**config.mk**
```make
export PLATFORM = sky130hd
export DESIGN_NAME = psmc_top
export DESIGN_NICKNAME = d
export VERILOG_FILES = /design/src/shared/psmc_pkg.sv /design/src/verilog/psmc_clk_div.sv /design/src/verilog/psmc_top.sv
export SDC_FILE = /design/constraint.sdc
export NUM_CORES = 1
export LEC_CHECK = 0
export BUFFER_PORTS_ARGS = -buffer_cell sky130_fd_sc_hd__buf_2
export CORE_ASPECT_RATIO = 0.8
export CORE_MARGIN = 8
export CORE_UTILIZATION = 50
export DETAILED_ROUTE_END_ITERATION = 6
export PLACE_DENSITY = 0.85
export SETUP_SLACK_MARGIN = 0.02
export SYNTH_ARGS = -nofsm -noshare
export SYNTH_HDL_FRONTEND = slang
export SYNTH_SLANG_ARGS = --single-unit
```
**constraint.sdc**
```tcl
create_clock -name clock -period 5.1 [get_ports clock]
set_clock_uncertainty 0.05 [all_clocks]
set_input_delay 0.255 -clock clock [delete_from_list [all_inputs] [get_ports clock]]
set_output_delay 0.255 -clock clock [all_outputs]
set_load 0.01 [all_outputs]
```
**src/shared/psmc_pkg.sv**
```systemverilog
// Package of constants and types for the power saving mode controller
// Overview of operation
// - Reset starts run mode, clock divided by two
// - Slow enable plus two-bit frequency select
// - Slow mode divides by 4, 8, 16, 32
// - Wait during slow keeps reduced peripheral clock
// - Wait stops CPU, peripherals keep running
// - Wait entry clears interrupt mask bit only
// - Wait left by interrupt or reset, then service
// - Halt op picks halt or active halt
// - Active halt exit waits 4096 CPU cycles
// - Active halt entry clears interrupt mask bit
// - Active halt clocks only oscillator and timebase
// - Active halt never triggers watchdog reset
// - Halt exit restarts oscillator, 4096 cycle delay
// - Halt entry forces interrupt mask to zero
// - Halt stops oscillator and all internal clocks
// - Watchdog halt option decides watchdog reset
// - Wake service pushes flags, sets mask bit
// - Any irqRequest line wakes wait, timebase does not; chosen ones halt
// - Timebase interrupt wakes active halt only
package psmc_pkg;

   localparam int unsigned CLOCK_MHZ        = 100;
   localparam int unsigned WAKE_DELAY_CYC   = 4096;
   localparam int unsigned IRQ_COUNT        = 8;

   localparam logic [7:0] ADDR_CTRL         = 8'h00;
   localparam logic [7:0] ADDR_STATUS       = 8'h04;

   localparam int unsigned CTRL_SLOW_BIT    = 0;
   localparam int unsigned CTRL_SEL_LSB     = 1;
   localparam int unsigned CTRL_OIE_BIT     = 3;
   localparam int unsigned STAT_MODE_LSB    = 0;
   localparam int unsigned STAT_WDGOPT_BIT  = 3;
   localparam int unsigned STAT_STALL_BIT   = 4;
   localparam int unsigned STAT_OSC_BIT     = 5;

   localparam logic        SLOW_RESET       = 1'b0;
   localparam logic [1:0]  SEL_RESET        = 2'h0;
   localparam logic        OIE_RESET        = 1'b0;
   localparam logic [IRQ_COUNT-1:0] HALT_WAKE_MASK = 8'h0f;

   typedef enum logic [2:0]
   {
      MODE_RUN,
      MODE_WAIT,
      MODE_ACTIVE_HALT,
      MODE_HALT,
      MODE_STARTUP
   } psmc_mode_t;

   typedef struct packed
   {
      logic       oscIrqEnable;
      logic [1:0] slowClockSelect;
      logic       slowModeEnable;
   } psmc_ctrl_t;

   typedef struct packed
   {
      logic cpuStall;
      logic maskClear;
      logic serviceStart;
      logic watchdogResetReq;
   } psmc_cpu_t;

   // Oscillator cycles per CPU cycle minus one
   function automatic logic [4:0] psmc_div_last(input logic slowEn, input logic [1:0] sel);
      logic [4:0] r;
      r = 5'h01;
      if (slowEn)
         r = 5'(({27'h0, 5'h04} << sel) - 32'd1);
      return r;
   endfunction

endpackage

```
**src/verilog/psmc_clk_div.sv**
```systemverilog
// Oscillator divider producing the CPU and peripheral cycle strobe
`timescale 1ns/1ps
module psmc_clk_div
   import psmc_pkg::*;
(
   input  wire logic       clock,
   input  wire logic       reset_n,
   input  wire logic       run,
   input  wire logic [4:0] lastCount,
   output wire logic       tick
);

   logic [4:0] count_r;
   logic [4:0] count_nxt;
   wire        atEnd = (count_r >= lastCount);

   // Wraps early if the divide shrinks mid count, so no long stall
   assign count_nxt = (!run || atEnd) ? 5'h00 : 5'(count_r + 5'h01);
   assign tick      = run && atEnd;

   always_ff @(posedge clock or negedge reset_n)
   begin
      if (!reset_n)
         count_r <= 5'h00;
      else
         count_r <= count_nxt;
   end

endmodule

```
**src/verilog/psmc_top.sv**
```systemverilog
// Power saving mode controller: mode sequencing, clock gating, APB registers
`timescale 1ns/1ps
module psmc_top
   import psmc_pkg::*;
#(
   parameter int unsigned WAKE_CYCLES = WAKE_DELAY_CYC,
   parameter int unsigned IRQS        = IRQ_COUNT,
   parameter logic [IRQ_COUNT-1:0] HALT_WAKE = HALT_WAKE_MASK
)
(
   input  wire logic            clock,
   input  wire logic            reset_n,
   input  wire logic            psel,
   input  wire logic            penable,
   input  wire logic            pwrite,
   input  wire logic [7:0]      paddr,
   input  wire logic [31:0]     pwdata,
   input  wire logic [3:0]      pstrb,
   output wire logic            pready,
   output wire logic            pslverr,
   output logic      [31:0]     prdata,
   input  wire logic            waitForInterruptOp,
   input  wire logic            haltOp,
   input  wire logic [IRQS-1:0] irqRequest,
   input  wire logic            timebaseIrq,
   input  wire logic            watchdogActive,
   input  wire logic            watchdogHaltOption,
   output wire logic            cpuClockTick,
   output wire logic            periphClockTick,
   output wire logic            timebaseClockTick,
   output wire logic            oscillatorEnable,
   output psmc_cpu_t            cpuCtl
);

   psmc_mode_t  mode_r;
   psmc_mode_t  mode_nxt;
   psmc_ctrl_t  ctrl_r;
   psmc_ctrl_t  ctrl_nxt;
   psmc_cpu_t   cpu_nxt;
   logic [12:0] wakeCount_r;
   logic [12:0] wakeCount_nxt;
   logic        wdgOption_r;
   logic        optTaken_r;
   logic [31:0] prdata_nxt;
   logic        tick;

   localparam logic [12:0] WAKE_LAST = 13'(WAKE_CYCLES - 1);

   // APB decode
   wire setupPhase  = psel && !penable;
   wire accessPhase = psel && penable;
   wire hitCtrl     = (paddr == ADDR_CTRL);
   wire hitStatus   = (paddr == ADDR_STATUS);
   wire mapped      = hitCtrl || hitStatus;
   wire ctrlWrite   = accessPhase && pwrite && hitCtrl && pstrb[0];

   // Wake sources per mode
   wire anyIrq      = |irqRequest;
   wire haltIrq     = |(irqRequest & HALT_WAKE[IRQS-1:0]);
   wire activeWake  = haltIrq || timebaseIrq;
   wire fullWake    = haltIrq;
   wire wakeDone    = (wakeCount_r == WAKE_LAST);

   // Halt op picks the mode from the timebase interrupt enable
   wire haltTarget  = ctrl_r.oscIrqEnable;

   // Zero-wait slave; prdata captured in setup so it comes from a flop
   assign pready    = 1'b1;
   assign pslverr   = accessPhase && !mapped;

   // Clock divider for CPU cycles
   psmc_clk_div u_div
   (
      .clock     (clock),
      .reset_n   (reset_n),
      .run       (oscillatorEnable),
      .lastCount (psmc_div_last(ctrl_r.slowModeEnable,
                                ctrl_r.slowClockSelect)),
      .tick      (tick)
   );

   // Oscillator stops only in full halt
   assign oscillatorEnable  = (mode_r != MODE_HALT);
   // CPU clocked only in run; the startup count keeps it stopped
   assign cpuClockTick      = tick && (mode_r == MODE_RUN);
   // Wait keeps peripherals on the same divided strobe, slow or not
   assign periphClockTick   = tick && ((mode_r == MODE_RUN) ||
                                       (mode_r == MODE_WAIT));
   // Timebase keeps counting in active halt and in the wake delay
   assign timebaseClockTick = tick && (mode_r != MODE_HALT);

   // Control register write
   always_comb
   begin
      ctrl_nxt = ctrl_r;
      if (ctrlWrite)
      begin
         ctrl_nxt.slowModeEnable  = pwdata[CTRL_SLOW_BIT];
         ctrl_nxt.slowClockSelect = pwdata[CTRL_SEL_LSB +: 2];
         ctrl_nxt.oscIrqEnable    = pwdata[CTRL_OIE_BIT];
      end
   end

   // Read data mux
   always_comb
   begin
      prdata_nxt = 32'h0000_0000;
      if (hitCtrl)
      begin
         prdata_nxt[CTRL_SLOW_BIT]     = ctrl_r.slowModeEnable;
         prdata_nxt[CTRL_SEL_LSB +: 2] = ctrl_r.slowClockSelect;
         prdata_nxt[CTRL_OIE_BIT]      = ctrl_r.oscIrqEnable;
      end
      else if (hitStatus)
      begin
         prdata_nxt[STAT_MODE_LSB +: 3] = mode_r;
         prdata_nxt[STAT_WDGOPT_BIT]    = wdgOption_r;
         prdata_nxt[STAT_STALL_BIT]     = cpuCtl.cpuStall;
         prdata_nxt[STAT_OSC_BIT]       = oscillatorEnable;
      end
   end

   // Mode sequencer
   always_comb
   begin
      mode_nxt      = mode_r;
      wakeCount_nxt = wakeCount_r;
      cpu_nxt       = '{cpuStall: 1'b1, maskClear: 1'b0,
                        serviceStart: 1'b0, watchdogResetReq: 1'b0};
      case (mode_r)
         MODE_RUN:
         begin
            cpu_nxt.cpuStall = 1'b0;
            if (haltOp)
            begin
               // Mask cleared so a pending interrupt wakes at once
               cpu_nxt.maskClear = 1'b1;
               cpu_nxt.cpuStall  = 1'b1;
               if (haltTarget)
                  mode_nxt = MODE_ACTIVE_HALT;
               else
               begin
                  mode_nxt = MODE_HALT;
                  // Option clear means halt is not tolerated
                  cpu_nxt.watchdogResetReq = watchdogActive && !wdgOption_r;
               end
            end
            else if (waitForInterruptOp)
            begin
               mode_nxt          = MODE_WAIT;
               cpu_nxt.maskClear = 1'b1;
               cpu_nxt.cpuStall  = 1'b1;
            end
         end
         MODE_WAIT:
         begin
            if (anyIrq)
            begin
               mode_nxt             = MODE_RUN;
               cpu_nxt.serviceStart = 1'b1;
               cpu_nxt.cpuStall     = 1'b0;
            end
         end
         MODE_ACTIVE_HALT:
         begin
            // No watchdog reset request is ever raised here
            cpu_nxt.watchdogResetReq = 1'b0;
            if (activeWake)
            begin
               mode_nxt      = MODE_STARTUP;
               wakeCount_nxt = 13'h0000;
            end
         end
         MODE_HALT:
         begin
            if (fullWake)
            begin
               mode_nxt      = MODE_STARTUP;
               wakeCount_nxt = 13'h0000;
            end
         end
         MODE_STARTUP:
         begin
            // Counts CPU cycles at the current divide
            if (tick)
            begin
               if (wakeDone)
               begin
                  mode_nxt             = MODE_RUN;
                  cpu_nxt.serviceStart = 1'b1;
                  cpu_nxt.cpuStall     = 1'b0;
               end
               else
                  wakeCount_nxt = 13'(wakeCount_r + 13'h0001);
            end
         end
         default:
         begin
            mode_nxt = MODE_RUN;
         end
      endcase
   end

   // State registers
   always_ff @(posedge clock or negedge reset_n)
   begin
      if (!reset_n)
      begin
         mode_r      <= MODE_RUN;
         wakeCount_r <= 13'h0000;
         cpuCtl      <= '{cpuStall: 1'b0, maskClear: 1'b0,
                          serviceStart: 1'b0, watchdogResetReq: 1'b0};
      end
      else
      begin
         mode_r      <= mode_nxt;
         wakeCount_r <= wakeCount_nxt;
         cpuCtl      <= cpu_nxt;
      end
   end

   // Register file; slow mode off at reset gives divide by two
   always_ff @(posedge clock or negedge reset_n)
   begin
      if (!reset_n)
      begin
         ctrl_r <= '{oscIrqEnable: OIE_RESET, slowClockSelect: SEL_RESET,
                     slowModeEnable: SLOW_RESET};
         prdata <= 32'h0000_0000;
      end
      else
      begin
         ctrl_r <= ctrl_nxt;
         if (setupPhase)
            prdata <= prdata_nxt;
      end
   end

   // Nonvolatile option caught once after reset release
   always_ff @(posedge clock or negedge reset_n)
   begin
      if (!reset_n)
      begin
         wdgOption_r <= 1'b0;
         optTaken_r  <= 1'b0;
      end
      else if (!optTaken_r)
      begin
         wdgOption_r <= watchdogHaltOption;
         optTaken_r  <= 1'b1;
      end
   end

endmodule

```
Word-level counts from Yosys, hierarchy flattened
Index checks and enable logic that the tools add are counted.
W data, S select, Z words.
Word-level totals
  bits in registers: 37
  input bits: 62
  output and inout port bits: 42
Operators by class
  add/subtract/negate cells: 3
  $lt $le $gt $ge: 1
  equality and inequality tests: 14
  shifts and indexed selects: 1
  muxes and demuxes: 33
  reductions and logical operators: 26
Operators by type and width (count)
  $mux W13: 4
  $pmux W13 S3: 1
  $mux W3: 7
  $pmux W3 S5: 1
  $add A13 B1 Y13 const B: 1
  $eq A13 B12 Y1 const B: 1
  $ne A2 B2 Y1 const B: 6
  $logic_and A1 B1 Y1: 11
  $mux W1: 11
  $mux W5: 2
  $eq A8 B3 Y1 const B: 1
  $logic_not A8 Y1: 1
  $reduce_or A8 Y1: 1
  $eq A3 B2 Y1 const B: 2
  $mux W2: 3
  $mux W6: 1
  $reduce_and A6 Y1: 1
  $add A5 B1 Y5 const B: 1
  $ge A5 B5 Y1: 1
  $reduce_and A5 Y1: 1
  $shl A3 B2 Y5 const A: 1
  $sub A5 B1 Y5 const B: 1
  $logic_not A1 Y1: 4
  $logic_or A1 B1 Y1: 4
  other kinds (10): 10

Logic depth before layout (Yosys ltp)
Gate-level depths: netlist of the first run.
  depth in word-level cells: 7
  depth in mapped cells: 8
  mapped depth without buffers: 7

Hierarchy
Synthesis of the first run repeated with hierarchy kept, for this count alone.
Second synthesis, totals
  cells, all modules: 234
  area, all modules: 2262.2 um2
By module, submodules not included
  psmc_top: times used 1, cells an instance 199, area an instance 1928.1 um2, seq. area each 800.8 um2
  psmc_clk_div: times used 1, cells an instance 35, area an instance 334.1 um2, seq. area each 125.1 um2

Worst setup path after synthesis of the first run
No wires, ideal clock.
  path type: flip-flop to flip-flop
  start point: register ctrl_r[0] (netlist name)
  end point: register wakeCount_r[1]
  setup time: 0.079 ns
  data arrival time: 2.008 ns
  data required time: 4.971 ns
  path slack: 2.963 ns
  cell stages (with the launch flop): 9
  period minus slack after synthesis: 2.137 ns
  path through: dfrtp_1 > inv_1 > ha_1 > a21oi_1 > nand4b_1 > and2_1 > clkbuf_1 > a221oi_2 > mux2i_1
On the way
  longest elaborated chain between the ends: 5
Ends and longest elaborated chain
  start: declaration: RTL line psmc_top.sv:37  | psmc_ctrl_t ctrl_r;
  start signal: assignment: RTL line psmc_top.sv:227  | ctrl_r <= '{oscIrqEnable: OIE_RESET, slowClockSelect: SEL_RESET,
  start signal: assignment: RTL line psmc_top.sv:233  | ctrl_r <= ctrl_nxt;
  $mux W5: RTL line psmc_pkg.sv:72  | if (slowEn)
  $ge A5 B5 Y1: RTL line psmc_clk_div.sv:15  | wire atEnd = (count_r >= lastCount);
  $logic_and A1 B1 Y1: RTL line psmc_clk_div.sv:19  | assign tick = run && atEnd;
  $ne A2 B2 Y1 (no source line)
  $reduce_and A5 Y1 (no source line)
  end signal: assignment: RTL line psmc_top.sv:217  | wakeCount_r <= wakeCount_nxt;
  end: declaration: RTL line psmc_top.sv:40  | logic [12:0] wakeCount_r;
No other way between the ends.
A chain may end at the register's enable or synchronous reset.

Worst setup path after layout of the first run
  start point: register ctrl_r[0] (netlist name)
  end point: register wakeCount_r[9]
The elaborated chain is that of the path after synthesis.

==> results of run 1 <==
[critical path, stage by stage (launching register included)]
cell and delay (ps):
dfrtp_1 440, inv_1 80, ha_1 280, a21oi_1 50, nand4b_1 230, a211oi_1 950, a41oi_1 250, a31oi_1 210
[layer usage]
metal	vias up	share of wire	track usage
li1	829	-	-
met1	826	0.45	0.194
met2	68	0.46	0.236
met3	8	0.068	0.0382
met4	0	0.021	0.0827
met5	-	0	0
[worst min path at each step]
stage	startpoint	end	slack, ps	cells past startpoint
floorplan	reset_n	cpuCtl[0]$_DFF_PN0_	-90	0
global placement	reset_n	wakeCount_r[2]$_DFFE_PN0P_	340	1
detailed placement	reset_n	u_div.count_r[3]$_DFF_PN0_	340	1
CTS	reset_n	wakeCount_r[1]$_DFFE_PN0P_	20	1
global route	reset_n	wakeCount_r[1]$_DFFE_PN0P_	60	1
finish	reset_n	wakeCount_r[1]$_DFFE_PN0P_	-6	1
[cell type report]
class                           instances  area share
Multi-Input combinational cell        170       0.446
Sequential cell                        37       0.386
Timing Repair Buffer                   45      0.0939
Clock buffer                            6      0.0303
Tap cell                               57      0.0297
Inverter                                5     0.00782
Clock inverter                          2     0.00626
[synth_stat cells (all sizes together) (2+ instances only)]
library cell   n
o21a           5
buf           30
nor2          14
or4            5
a221o          2
mux2i          5
a41oi          4
and2           2
a21oi         15
a21o           2
o21ai          8
ha             6
a32o           2
inv            5
nand2         20
nor3           3
xor2           2
nand2b         4
conb           2
dfrtp         37
clkbuf         6
nand3          7
nor4           3
a31oi          6
mux2           6
and3           5
[power by group]
part	switching [W]	internal, W
Clock	0.000106	0.0000962
Combinational	0.000226	0.000149
Sequential	0.0000755	0.000350
[metrics by stage]
step / util / power (W) / worst slack, ps / hold WS [ps]
after detailed placement: 0.553 / 0.000804 / 2550 / 342
final: 0.574 / 0.00100 / 2500 / -6.40
after floorplan: - / 0.000700 / 2960 / -90.6
after CTS: 0.574 / 0.00101 / 2500 / 19.2
after global placement: 0.553 / 0.000789 / 2610 / 343
after global routing: 0.574 / 0.00108 / 2210 / 62.2
[flip-flops by register name (all words and copies together) (netlist names)]
name,cells
u_div.count_r,5
wakeCount_r,13
optTaken_r,1
prdata,6
wdgOption_r,1
mode_r,3
cpuCtl,4
haltTarget,1
ctrl_r,3
[logic make-up (layout without fill, tap and decap cells)]
family,after synthesis,in the layout,synth area share
compound gates,51,51,0.160
xor+xnor,3,3,0.0121
fa+ha+maj,6,6,0.0347
buf+inv,41,58,0.123
flops,37,37,0.428
mux,11,11,0.0613
other cells,2,28,0.00347
simple gates,71,71,0.178
==> impl_metrics.toml, run 1 <==
[outcome]
status = "finished, violations left"
violations = "hold timing"

[worst_setup_path]
reg2reg_from = "ctrl_r[0]$_DFFE_PN0P_"
crit_end = "wakeCount_r[9]$_DFFE_PN0P_"
r2r_setup_slack_ps = 2500
cp-end-kind = "flop"
ff2ff_path_depth = 7
startpoint_type = "flop"
crit_path_start = "ctrl_r[0]$_DFFE_PN0P_"
cp.required_ps = 5270
critPathKind = "flop to flop"
cp.arrival_ps = 2770
crit_fanout = 10
r2r-end = "wakeCount_r[9]$_DFFE_PN0P_"

[floorplan]
die_h_um = 74.8
rows = 21
die_area_um2 = 6700
start_util = 0.518
dieWidth_um = 89.5
ioPinCount = 104
core_area_um2 = 4180

[layout]
layout_commonest_cell = "buf_2"
num_antenna_cells = 0
seq_area_um2 = 926
final_area_um2 = 2400
fin_cells = 322
most-common-layout-cells = "45 x buf_2, 37 x dfrtp_1, 28 x conb_1"
multi_input_area_um2 = 1070
num-fill-cells = 377
layout-drive-gt1-share = 0.245
syn_to_final_growth_pct = 10.9
nets = 332

[timing]
finalCritPeriodShare = 0.510
finalHoldViolCount = 12
fin_hold_ws_ps = -6.40
min_period_ps = 2600
setup_violations = 0
tightestPinTransition_ps = 1160
timing.fmax_mhz = 384
rsz0062_at_grt = "false"
slew_headroom = 0.224
slew_viol_final = 0
setup-tns-final_ps = 0

[logic_synthesis]
synth.area.top_cells = "dfrtp_1 43%, buf_4 9.4%, a21oi_1 3.5%"
syn-cell-area_um2 = 2160
synth_cell_type_count = 48
yosysTopAreaCell = "dfrtp_1"
seq_area_frac_synth = 0.428
ys_seq_elements = 37
synthArstFlopShare = 1.00
synth.yosys.warnings = 0
synth_top_cell_area_share = 0.428
synth_ff_type = "dfrtp_1"
avgSynthCellArea_um2 = 9.74
synth_edf_count = 0
synthCells = 222

[drt]
drtIter0Drc = 184
drt_pass1_iterations = 4
drc = 0
detail_route.vias_per_cell = 5.38
via_count = 1731
final_antenna_net_count = 0
wl_per_cell_um = 14.7
wirelength_mm = 4.75

[job]
maxCapViolations = 0

[placement]
hpwl_mm = 3.65
post_dp_cell_area_um2 = 2310
gp_congestion = 0.847
dp.cells = 314
io_buffer_count = 45

[power_and_ir_drop]
ir_drop_mv = 0.215
powerDensity_nw_per_um2 = 418
p_leak_nw = 1.17

[grt]
track_usage = 0.154
antenna_found_initial = 0
grt_max_degree = 38
grt_pass1_wl_mm = 7.79
gr-total-overflow = 0
grt_pass1_vias = 1675

[clock_network]
clockBufferDepth = 2
cts_max_level = 2
cts_tree = "built"
clock-sinks = 37
clk_latency_ps = 300
hold_buffers = 0
cts_root_buf = "clkbuf_8"
path_clk_slew_ps = 80
numCtsBuffers = 5
post_cts_resized = 0
post-cts-setup-buffer-count = 0

[worst_hold_path]
min_path_type = "input pin to asynchronous set/reset pin"
Note: power is estimated with default switching activity, not from simulation.
==> inputs of run 2 (changes only) <==
Settings changed: CORE_UTILIZATION 50 to 46, PLACE_DENSITY 0.85 to 0.79.
Clock period 5.1 ns to 2.7 ns, I/O delays scaled along.
==> impl_metrics.toml, run 2 (synthesized netlist as in run 1, its figures left out) <==
[placement]
io_buffer_count = 45
hpwl_mm = 3.67
gp_congestion = 0.807
dp.cells = 319
post-place-ws_ps = 102

[floorplan]
ioPinCount = 104
die_area_um2 = 7170
die_h_um = 77.3
dieWidth_um = 92.7
rows = 22
core_area_um2 = 4570
start_util = 0.473

[worst_setup_path]
reg2reg_from = "ctrl_r[0]$_DFFE_PN0P_"
r2r_setup_slack_ps = 430
path_delay_family = "simple AND/OR/NAND/NOR gates"
ff2ff_path_depth = 8
startpoint_type = "flop"
cp_slowest_stage_delay_ps = 450
crit_fanout = 8
r2r-end = "wakeCount_r[4]$_DFFE_PN0P_"
cp.arrival_ps = 2190
cp_num_buf_inv = 1
critPathKind = "flop to output port"
cp-end-kind = "output port"
crit_path_cell_trace = "nand2_1, ha_1, a21o_1, a21oi_1, and2_1, nor2_1, buf_2"
crit_slowest_cell = "dfrtp_1"
cp.required_ps = 2520

[drt]
via_count = 1719
detail_route.vias_per_cell = 5.26
drt_pass1_iterations = 4
drc = 0
wl_per_cell_um = 14.6
drtIter0Drc = 106
final_antenna_net_count = 0
wirelength_mm = 4.76

[layout]
top_register = "wakeCount_r"
reg_top3 = "wakeCount_r (13), prdata (6), u_div.count_r (5)"
layout_commonest_cell = "buf_2"
layout-drive-gt1-share = 0.255
num_antenna_cells = 0
largest_reg_flops = 13
fin_cells = 327
syn_to_final_growth_pct = 13.2
most-common-layout-cells = "45 x buf_2, 37 x dfrtp_1, 28 x conb_1"
nets = 335

[clock_network]
path_clk_slew_ps = 70
cts_tree = "built"
cts_root_buf = "clkbuf_8"
cts_max_level = 2
clockBufferDepth = 2
post-cts-setup-buffer-count = 0
clk_latency_ps = 290
clock-sinks = 37
numCtsBuffers = 5

[grt]
use_met1 = 0.177
grt_pass1_wl_mm = 8.08
grt_util_met3 = 0.0385
grt_pass1_vias = 1693
top_usage_layer = "met2"
grt_max_degree = 38
met2_usage = 0.213
antenna_found_initial = 0
track_usage = 0.138
gr-total-overflow = 0

[power_and_ir_drop]
ir_drop_mv = 0.496
powerDensity_nw_per_um2 = 821
power_w = 0.00201
p_leak_nw = 1.21

[timing]
setup_ws_ps = 327
slew_viol_final = 0
tightestPinTransition_ps = 800
finalCritPeriodShare = 0.879
setup-tns-final_ps = 0
min_period_ps = 2370
rsz0062_at_grt = "false"
setup_violations = 0
finalHoldViolCount = 0
slew_headroom = 0.467
timing.fmax_mhz = 421

[worst_hold_path]
holdPathStages = 2
min_from = "watchdogHaltOption"
min_path_type = "input pin to flop"
holdPathEnd = "wdgOption_r$_DFFE_PN0N_"

[outcome]
status = "completed"

[job]
maxCapViolations = 0
==> run 2: area by class of cell <==
cell class	instances	area, µm²
clock buffer	5	68.8
clock inverter	2	35.0
fill	436	2120
inverter	5	18.8
multi-input combinational	170	1070
sequential	37	926
tap	60	75.1
timing repair buffer	48	250
==> run 2: worst max path at each step <==
stage	startpoint	end	slack [ps]	cells after the start
after floorplan	ctrl_r[0]$_DFFE_PN0P_	wakeCount_r[1]$_DFFE_PN0P_	560	8
after global placement	ctrl_r[0]$_DFFE_PN0P_	wakeCount_r[10]$_DFFE_PN0P_	180	7
after detailed placement	ctrl_r[0]$_DFFE_PN0P_	wakeCount_r[10]$_DFFE_PN0P_	100	7
after CTS	ctrl_r[0]$_DFFE_PN0P_	wakeCount_r[10]$_DFFE_PN0P_	100	7
after global routing	ctrl_r[0]$_DFFE_PN0P_	cpuClockTick	170	7
final	ctrl_r[0]$_DFFE_PN0P_	cpuClockTick	330	7
==> run 2: per-layer routing <==
metal | wire, µm | up-vias | share of wire
met4 | 94 | 0 | 0.020
met1 | 2150 | 816 | 0.45
met3 | 310 | 9 | 0.065
li1 | - | 838 | -
met5 | 0 | - | 0
met2 | 2210 | 56 | 0.46
==> run 2: through the flow <==
stage | cell area, µm² | hold slack [ps] | util
after global routing | 2450 | 23.1 | 0.536
final | 2450 | 24.2 | 0.536
after global placement | 2330 | 216 | 0.510
after CTS | 2440 | 19.9 | 0.535
after detailed placement | 2330 | 213 | 0.510
after floorplan | 2260 | -211 | -
==> run 2: power breakdown <==
part           total [W]  internal, W  leakage, nW  switching, W
logic           0.000743     0.000305        0.655      0.000438
registers       0.000802     0.000662        0.496      0.000140
clock network   0.000465     0.000269       0.0540      0.000196
total            0.00201      0.00124         1.21      0.000774
==> run 2: timing repair <==
item / in CTS / in global routing
resized for setup: 0 / 1
hold buffers: 1 / 0
endpoints found under the setup margin: 0 / 8
endpoints found under the hold margin: 37 / 0
==> inputs of run 3 (changes only) <==
Settings changed: CELL_PAD_IN_SITES_DETAIL_PLACEMENT set to 0, CELL_PAD_IN_SITES_GLOBAL_PLACEMENT set to 1, CORE_UTILIZATION 46 to 34, PLACE_DENSITY 0.79 to 0.92.
==> impl_metrics.toml, run 3 (synthesized netlist as in run 1, its figures left out) <==
[drt]
drt_pass1_iterations = 4
drc = 0
final_antenna_net_count = 0
drtIter0Drc = 73
wirelength_mm = 4.90
wl_per_cell_um = 13.9
via_count = 1670
detail_route.vias_per_cell = 4.74

[layout]
layout_commonest_cell = "buf_2"
seq_area_um2 = 926
num_antenna_cells = 0
nets = 335
num-fill-cells = 626
syn_to_final_growth_pct = 15.3
final_area_um2 = 2490
layout-drive-gt1-share = 0.257
most-common-layout-cells = "45 x buf_2, 37 x dfrtp_1, 28 x conb_1"
largest_reg_flops = 13
reg_top3 = "wakeCount_r (13), prdata (6), u_div.count_r (5)"
fin_cells = 352
top_register = "wakeCount_r"
multi_input_area_um2 = 1070

[clock_network]
clk_latency_ps = 290
cts_root_buf = "clkbuf_8"
cts_max_level = 2
clockBufferDepth = 2
numCtsBuffers = 5
cts_tree = "built"
path_clk_slew_ps = 80
clock-sinks = 37

[timing]
setup-tns-final_ps = 0
finalHoldViolCount = 0
timing.fmax_mhz = 420
setup_violations = 0
finalCritPeriodShare = 0.883
setup_ws_ps = 317
min_period_ps = 2380
tightestPinTransition_ps = 842
rsz0062_at_grt = "false"
slew_headroom = 0.438
slew_viol_final = 0
fin_hold_ws_ps = 15.1

[grt]
grt_pass1_vias = 1659
grt_pass1_wl_mm = 8.10
antenna_found_initial = 0
grt_max_degree = 38
gr-total-overflow = 0
track_usage = 0.109

[worst_setup_path]
cp-end-kind = "output port"
cp_slowest_stage_delay_ps = 420
startpoint_type = "flop"
crit_slowest_cell = "dfrtp_1"
critPathKind = "flop to output port"
cp.required_ps = 2520
crit_path_cell_trace = "nand2_1, ha_1, a21o_1, a21oi_1, and2_1, nor3_1, buf_2"
cp.arrival_ps = 2200
reg2reg_from = "ctrl_r[2]$_DFFE_PN0P_"
crit_path_start = "ctrl_r[2]$_DFFE_PN0P_"
crit_fanout = 8

[floorplan]
start_util = 0.345
ioPinCount = 104
dieWidth_um = 105
core_area_um2 = 6280
die_h_um = 87.3
rows = 26
die_area_um2 = 9190

[placement]
io_buffer_count = 45
post_dp_cell_area_um2 = 2360
gp_congestion = 0.818
hpwl_mm = 3.84
post-place-ws_ps = 232
dp.cells = 343

[worst_hold_path]
min_from = "pwdata[2]"
min_path_type = "input pin to flop"

[outcome]
status = "completed"

[power_and_ir_drop]
powerDensity_nw_per_um2 = 819
p_leak_nw = 1.21
ir_drop_mv = 0.247

[job]
maxCapViolations = 0
[run 3: path summary, 6_finish.rpt]
path | slack [ps] | end | depth (start not counted)
worst min register to register | 420 | cpuCtl[0]$_DFF_PN0_ | 1
worst min-delay path | 20 | ctrl_r[2]$_DFFE_PN0P_ | 2
worst max register to register | 450 | wakeCount_r[4]$_DFFE_PN0P_ | 8
min in group asynchronous | 430 | prdata[3]$_DFFE_PN0P_ | 2
worst max-delay path | 320 | periphClockTick | 7
max in group asynchronous | 1640 | wakeCount_r[6]$_DFFE_PN0P_ | 2
[run 3: where the power goes]
part | internal [W] | switching, W | leakage, nW
Combinational | 0.000304 | 0.000435 | 0.655
Sequential | 0.000662 | 0.000139 | 0.496
Clock | 0.000300 | 0.000204 | 0.0574
[run 3: cell type report]
| type | count | area share |
|---|---|---|
| Multi-Input combinational cell | 170 | 0.431 |
| Inverter | 5 | 0.00752 |
| Clock buffer | 6 | 0.0331 |
| Sequential cell | 37 | 0.371 |
| Timing Repair Buffer | 48 | 0.100 |
| Tap cell | 84 | 0.0421 |
| Clock inverter | 2 | 0.0150 |
[run 3: routing by layer]
metal  routed length [µm]  global-route usage
met5                    0                   0
met4                   85              0.0504
met3                  342              0.0407
met2                 2260               0.165
met1                 2210               0.136
[run 3: metrics by stage]
step                 util  power, W
global route        0.397   0.00220
finish              0.397   0.00204
global placement    0.376   0.00153
CTS                 0.397   0.00205
detailed placement  0.376   0.00155
floorplan               -   0.00132
[run 3: worst max-delay path, delay by kind of cell (launching register included)]
family,cells,cell delay (ps)
AND/OR/NAND/NOR,3,580
buffers and inverters,1,160
flip-flops,1,420
adder cells (fa/ha/maj),1,310
AO/OA/AOI/OAI,2,430
[run 3: what timing repair did]
action | 4_1_cts | 5_1_grt
gates resized for setup | 0 | 1
hold buffers | 1 | 0
buffers inserted | 0 | 0
setup endpoints to repair | 0 | 7
endpoints found under the hold margin | 37 | 0
